`src/hdl/sadc_params.svh`:
```
// timing counts, field widths and reset values of the serial converter readout
`ifndef SADC_PARAMS_SVH
`define SADC_PARAMS_SVH

`define SADC_DATA_BITS 8
`define SADC_CONV_PERIODS 4'hb
`define SADC_LEAD_PERIODS 4'h2
`define SADC_MSB_MASK 8'h80
`define SADC_CODE_RESET 8'h00
`define SADC_CNT_RESET 4'h0
`define SADC_BIT_RESET 3'h7
`define SADC_SEL_IDLE 1'b1
`define SADC_SCLK_IDLE 1'b0

`endif

```
`src/hdl/sadc_pkg.sv`:
```
// types shared by the serial converter readout
package sadc_pkg;

   typedef enum logic [1:0] {
      SADC_SHUTDOWN,
      SADC_CONVERT,
      SADC_DONE
   } sadc_state_t;

   // serial data pin: value and output enable (high while driving)
   typedef struct packed {
      logic data;
      logic oe;
   } sadc_sout_t;

   // host-side pins as sampled at the package boundary
   typedef struct packed {
      logic sel_n;
      logic sclk;
   } sadc_pins_t;

endpackage

```
`src/hdl/sadc_pin_sync.sv`:
```
// three-stage pin synchroniser that accepts a change once stages 2 and 3 agree
`timescale 1ns/1ps
`default_nettype none

module sadc_pin_sync #(
   parameter logic INIT = 1'b0
) (
   input wire logic ref_clk, // system clock
   input wire logic sys_rst, // synchronous reset, active high
   input wire logic pin, // asynchronous pin level
   output logic level, // filtered level
   output logic rise, // one-cycle pulse on accepted rise
   output logic fall // one-cycle pulse on accepted fall
);
   logic s1;
   logic s2;
   logic s3;
   logic next_level;

   // s1 is read by s2 only, to keep metastability away from logic
   assign next_level = (s2 == s3) ? s3 : level;
   assign rise = next_level & ~level;
   assign fall = ~next_level & level;

   always_ff @(posedge ref_clk) begin
      if (sys_rst) begin
         s1 <= INIT;
         s2 <= INIT;
         s3 <= INIT;
         level <= INIT;
      end else begin
         s1 <= pin;
         s2 <= s1;
         s3 <= s2;
         level <= next_level;
      end
   end

endmodule

`default_nettype wire

```
`src/hdl/sadc_readout.sv`:
```
// sequencing and serial readout of an 8-bit successive-approximation converter
// Functional notes
// - select falling powers the analog section and starts the sequence.
// - each comparison result goes onto serial out at a clock fall.
// - bit is 1 when input exceeds the trial level, else 0.
// - eight-bit result, most significant bit first.
// - whole sequence ends within eleven serial clock periods.
// - select high floats serial out and keeps the analog section off.
// - select high holds the readout registers at reset: bit_idx at 7, all others cleared.
`timescale 1ns/1ps
`default_nettype none
`include "sadc_params.svh"

module sadc_readout #(
   parameter logic [3:0] LEAD = `SADC_LEAD_PERIODS
) (
   input wire logic ref_clk, // 25 MHz system clock
   input wire logic sys_rst, // synchronous reset, active high
   input wire sadc_pkg::sadc_pins_t pins, // host select and serial clock
   input wire logic comp_gt, // comparator: input above trial level
   output sadc_pkg::sadc_sout_t sout, // serial data and its enable
   output logic analog_en, // analog section power, high when on
   output logic [7:0] dac_trial, // trial level for the comparator
   output logic [7:0] result, // code decided so far, complete once conv_done is high
   output logic conv_done // high once the sequence is over
);
   import sadc_pkg::*;

   sadc_state_t state;
   sadc_state_t next_state;
   logic [3:0] fall_cnt;
   logic [2:0] bit_idx;
   logic sel_lvl;
   logic sel_fall;
   logic desel;
   logic sclk_fall;
   logic in_data;
   logic data_fall;
   logic last_bit;
   logic seq_end;
   logic [7:0] bit_mask;
   logic [7:0] next_code;
   logic [7:0] next_trial;

   function automatic logic [7:0] sadc_onehot(input logic [2:0] idx);
      sadc_onehot = 8'h01 << idx;
   endfunction

   sadc_pin_sync #(.INIT(`SADC_SEL_IDLE)) u_sel_sync (
      .ref_clk(ref_clk),
      .sys_rst(sys_rst),
      .pin(pins.sel_n),
      .level(sel_lvl),
      .rise(),
      .fall(sel_fall)
   );

   sadc_pin_sync #(.INIT(`SADC_SCLK_IDLE)) u_sclk_sync (
      .ref_clk(ref_clk),
      .sys_rst(sys_rst),
      .pin(pins.sclk),
      .level(),
      .rise(),
      .fall(sclk_fall)
   );

   // the accepted fall arrives while the filtered level is still high, so
   // the clear that select high forces must let that one cycle through
   assign desel = sel_lvl && !sel_fall;
   // periods before LEAD carry no data; the next eight carry the bits
   assign in_data = (fall_cnt >= LEAD) && (fall_cnt < LEAD + 4'h8);
   assign data_fall = (state == SADC_CONVERT) && sclk_fall && in_data;
   assign last_bit = (bit_idx == 3'h0);
   assign bit_mask = sadc_onehot(bit_idx);
   // keep the trial bit only when the input is above the trial level
   assign next_code = comp_gt ? dac_trial : (dac_trial & ~bit_mask);
   assign next_trial = last_bit ? next_code
                     : (next_code | sadc_onehot(bit_idx - 3'h1));
   assign seq_end = (state == SADC_CONVERT) && sclk_fall
                  && (fall_cnt == `SADC_CONV_PERIODS - 4'h1);

   always_comb begin
      case (state)
         SADC_SHUTDOWN:
            next_state = sel_fall ? SADC_CONVERT : SADC_SHUTDOWN;
         SADC_CONVERT:
            next_state = seq_end ? SADC_DONE : SADC_CONVERT;
         SADC_DONE:
            next_state = SADC_DONE;
         default:
            next_state = SADC_SHUTDOWN;
      endcase
   end

   // select high wins over everything: early release abandons the work
   always_ff @(posedge ref_clk) begin
      if (sys_rst || desel) begin
         state <= SADC_SHUTDOWN;
         fall_cnt <= `SADC_CNT_RESET;
         bit_idx <= `SADC_BIT_RESET;
      end else begin
         state <= next_state;
         if ((state == SADC_CONVERT) && sclk_fall) begin
            fall_cnt <= fall_cnt + 4'h1;
         end
         if (data_fall && !last_bit) begin
            bit_idx <= bit_idx - 3'h1;
         end
      end
   end

   always_ff @(posedge ref_clk) begin
      if (sys_rst || desel) begin
         dac_trial <= `SADC_CODE_RESET;
         result <= `SADC_CODE_RESET;
         sout <= '0;
         analog_en <= 1'b0;
         conv_done <= 1'b0;
      end else begin
         if (sel_fall) begin
            dac_trial <= `SADC_MSB_MASK;
            analog_en <= 1'b1;
            sout.oe <= 1'b1;
         end else if (data_fall) begin
            dac_trial <= next_trial;
            result <= next_code;
            sout.data <= comp_gt;
         end
         if (seq_end) begin
            conv_done <= 1'b1;
         end
      end
   end

   // assertions
   logic [3:0] seen_falls;

   always_ff @(posedge ref_clk) begin
      if (sys_rst || desel) begin
         seen_falls <= 4'h0;
      end else if ((state != SADC_SHUTDOWN) && sclk_fall
                   && (seen_falls != 4'hf)) begin
         seen_falls <= seen_falls + 4'h1;
      end
   end
endmodule

`default_nettype wire

```
`config.mk`:
```
export PLATFORM = sky130hd
export DESIGN_NAME = sadc_readout
export DESIGN_NICKNAME = d
export VERILOG_FILES = /design/src/hdl/sadc_pkg.sv /design/src/hdl/sadc_pin_sync.sv /design/src/hdl/sadc_readout.sv
export VERILOG_INCLUDE_DIRS = /design/src /design/src/hdl
export SDC_FILE = /design/constraint.sdc
export NUM_CORES = 1
export LEC_CHECK = 0
export ABC_AREA = 0
export BUFFER_PORTS_ARGS = -buffer_cell sky130_fd_sc_hd__buf_2
export CORE_AREA = 3 3 79 81
export CTS_BUF_LIST = sky130_fd_sc_hd__clkbuf_4 sky130_fd_sc_hd__clkbuf_8
export DETAILED_ROUTE_END_ITERATION = 16
export DIE_AREA = 0 0 82 84
export PLACE_DENSITY = 0.49
export REMOVE_ABC_BUFFERS = 1
export SYNTH_ARGS = -nofsm -noshare
export SYNTH_HDL_FRONTEND = slang
export SYNTH_SLANG_ARGS = --single-unit
export TNS_END_PERCENT = 5
```
`constraint.sdc`:
```
create_clock -name ref_clk -period 4.64 [get_ports ref_clk]
set_input_delay 0.696 -clock ref_clk [delete_from_list [all_inputs] [get_ports ref_clk]]
set_output_delay 0.696 -clock ref_clk [all_outputs]
set_load 0.01 [all_outputs]
```
==> results.cfg <==
[cells_and_area]
multi_input_area_sq_um = 843
fillers = 611
area_growth_pct = 14.5
regArea_sq_um = 721
fin_cells = 282
nets = 222
drive_gt1_share_pct = 21.4
antennaDiodeCount = 0

[die]
ios = 25
rows = 27
dieArea_sq_um = 6890
die_y_um = 84
start_util_pct = 29.9
core_area_sq_um = 5540
dieWidth_um = 82

[synth]
synth_compound_area_share_pct = 21.9
synth_top_family_by_area = compound AO/OA/AOI/OAI gates
avgSynthCellArea_sq_um = 8.77
synth_cell_types = 40
ys_async_sr_fraction_pct = 0
synth-simple-area-share_pct = 21.4
synth-seq-area-share_pct = 43.5
syn_inst = 189
yosysTopAreaCell = dfxtp_1
synth.top_cell.area_share_pct = 43.5
synth_edf_count = 0
synthAdderAreaFrac_pct = 6.04
yosys_warnings = 0
syn_area_sq_um = 1660
synth-seq-cells = 36
synth.most_common_cell = dfxtp_1
synthXorXnorAreaFrac_pct = 1.59
synth.area.mux_share_pct = 0
synthFlopType = dfxtp_1
synthTopCellsByCount = dfxtp_1 (36), nor2_1 (16), o21ai_0 (16), a21oi_1 (15)
synth_area_leaders = dfxtp_1 (44%), ha_1 (6.0%), o21ai_0 (4.8%)

[cts]
cts_hold_buf = 0
postCtsSetupBuffers = 0
clock-root-buffer = clkbuf_8
cts_tree = yes
numCtsBuffers = 5
cts_buffer_depth = 2
clock_sinks = 36
cts.clk_slew.worst_paths_ps = 80
clk_latency_ps = 290
htree_levels = 2
ctsResizeCount = 0

[pwr]
p_per_area_nw_per_um2 = 293
power_frac_comb_pct = 1.5
p_clk_share_pct = 42.5
power.net_switching_uw = 124
finalPower_uw = 557
p_int_uw = 433
seqPwrFrac_pct = 56.1
sw_frac_of_total_pct = 22.2
vdd_drop_max_v = 0.000157
p_leak_uw = 0.000758

[sta]
period_share_pct = 41.4
slew_headroom_pct = 64.3
hold_ws_ps = 419
tightest_slew_ps = 534
setup_viol = 0
worst_slack_ps = 2720
timing.final.crit_period_ps = 1920
fin_skew_ps = 6.63
finalHoldViolCount = 0
max_clock_freq_ghz = 0.521
drv_slew = 0
finalSetupTns_ps = 0
rsz0062_at_grt = no

[setup_path]
worst_setup_path_end_kind = flip-flop
crit_required_ps = 4830
crit_fanout = 13
worstPathArrival_ps = 2110
slowest_stage = nand4_1
crit_chain = inv_1, ha_1, or4_4, nand4_1, nor4_1, a31o_2
cpPeakStageDelay_ps = 420
critPathKind = flip-flop to flip-flop
path_delay_family = simple AND/OR/NAND/NOR gates
worstSetupStartpointType = flip-flop
crit_buf_inv = 1

[outcome]
status = finished clean

[placed_design]
post-place-ws_ps = 2720
dpl.hpwl_um = 2620
dp.cells = 274
portBuffers = 24
gp_congestion = 0.734

[global_routing]
grt_start_max_net_pins = 25
antenna_found_initial = 0
grt_pass1_wl_um = 6630
track_usage_pct = 12.4
grt_pass1_vias = 1343
overflow = 0

[min_path]
min_path_type = flip-flop to flip-flop

[job]
cap_violations = 0

[drt]
avgViaCountPerCell = 4.93
dr.pass1.iters = 6
route.detailed.drc = 0
drtIter0Drc = 111
postRouteAntennaNets = 0
vias = 1389
routed_wl_um = 3790
wl_per_cell_um = 13.4
-- cells by family after synthesis --
kind of cell               after synthesis
DFF                                     36
and+or+nand+nor                         65
adders and majority gates                8
AOI/OAI and AO/OA                       58
xor gates and xnor gates                 3
buffers and inverters                   19
-- cell usage in the layout, fill, tap and decap left out, types with 3 or more instances in the layout --
cell,Yosys,layout
o21ai_0,16,16
nand3_1,5,5
clkbuf_8,0,6
o2111ai_1,3,3
nand4_1,3,3
nor2b_1,7,7
a31o_2,4,4
buf_2,2,24
ha_1,8,8
nor3_1,3,3
dfxtp_1,36,36
and3_1,3,3
o21ai_1,6,6
inv_1,8,8
a21oi_1,15,15
nand2_1,8,8
nor2_1,16,16
and2_1,4,4
or2_2,5,5
nand2b_1,3,3
nor4_1,4,4
-- metrics by stage --
stage               utilization [%]  cell area, sq um
floorplan                         -              1590
global placement               32.6              1800
detailed placement             32.6              1800
CTS                            34.2              1900
global route                   34.2              1900
finish                         34.2              1900
-- routing by layer --
layer | track usage, % | vias up | part of all wire, % | routed length, um
met5 | 0 | - | 0 | 0
met3 | 3.78 | 6 | 6.2 | 235
li1 | - | 711 | - | -
met1 | 17.8 | 639 | 52 | 1960
met2 | 16.8 | 33 | 40 | 1520
met4 | 4.98 | 0 | 1.9 | 72
-- worst paths after layout --
kind	slack, ps	to	from	depth (start not counted)
max	2720	result[7]	fall_cnt[0]	6
min	420	u_sel_sync.s2	u_sel_sync.s1	1
max reg2reg	2720	result[7]	fall_cnt[0]	6
min reg2reg	420	u_sel_sync.s2	u_sel_sync.s1	1
-- power by group through the flow --
stage	registers, uW	logic (uW)	clock network [uW]
2_1_floorplan	319	3.31	0
3_3_place_gp	319	8.18	0
3_5_place_dp	319	8.24	0
4_1_cts	312	8.18	241
5_1_grt	312	9.38	258
6_report	312	8.09	236
-- worst register-to-register path: stages, from the launching register on --
cell     delay, ps
dfxtp_1        410
inv_1           60
ha_1           180
or4_4          410
nand4_1        420
nor4_1         100
a31o_2         220
-- final cells by class --
cell class                      count  area share [%]
Clock inverter                      2           0.528
Inverter                            8            1.58
Timing Repair Buffer               24            6.33
Multi-Input combinational cell    134            44.5
Tap cell                           72            4.75
Clock buffer                        6            4.35
Sequential cell                    36            38.0
-- registers in the layout, summed over array words and instances (netlist names) --
register           flops
u_sel_sync.level       1
bit_idx                3
u_sclk_sync.level      1
sout                   1
fall_cnt               4
dac_trial              8
u_sclk_sync.s2         1
result                 8
conv_done              1
u_sel_sync.s2          1
state                  2
u_sel_sync.s1          1
analog_en              1
u_sel_sync.s3          1
u_sclk_sync.s3         1
u_sclk_sync.s1         1
Power figures use the tool's default switching activity.
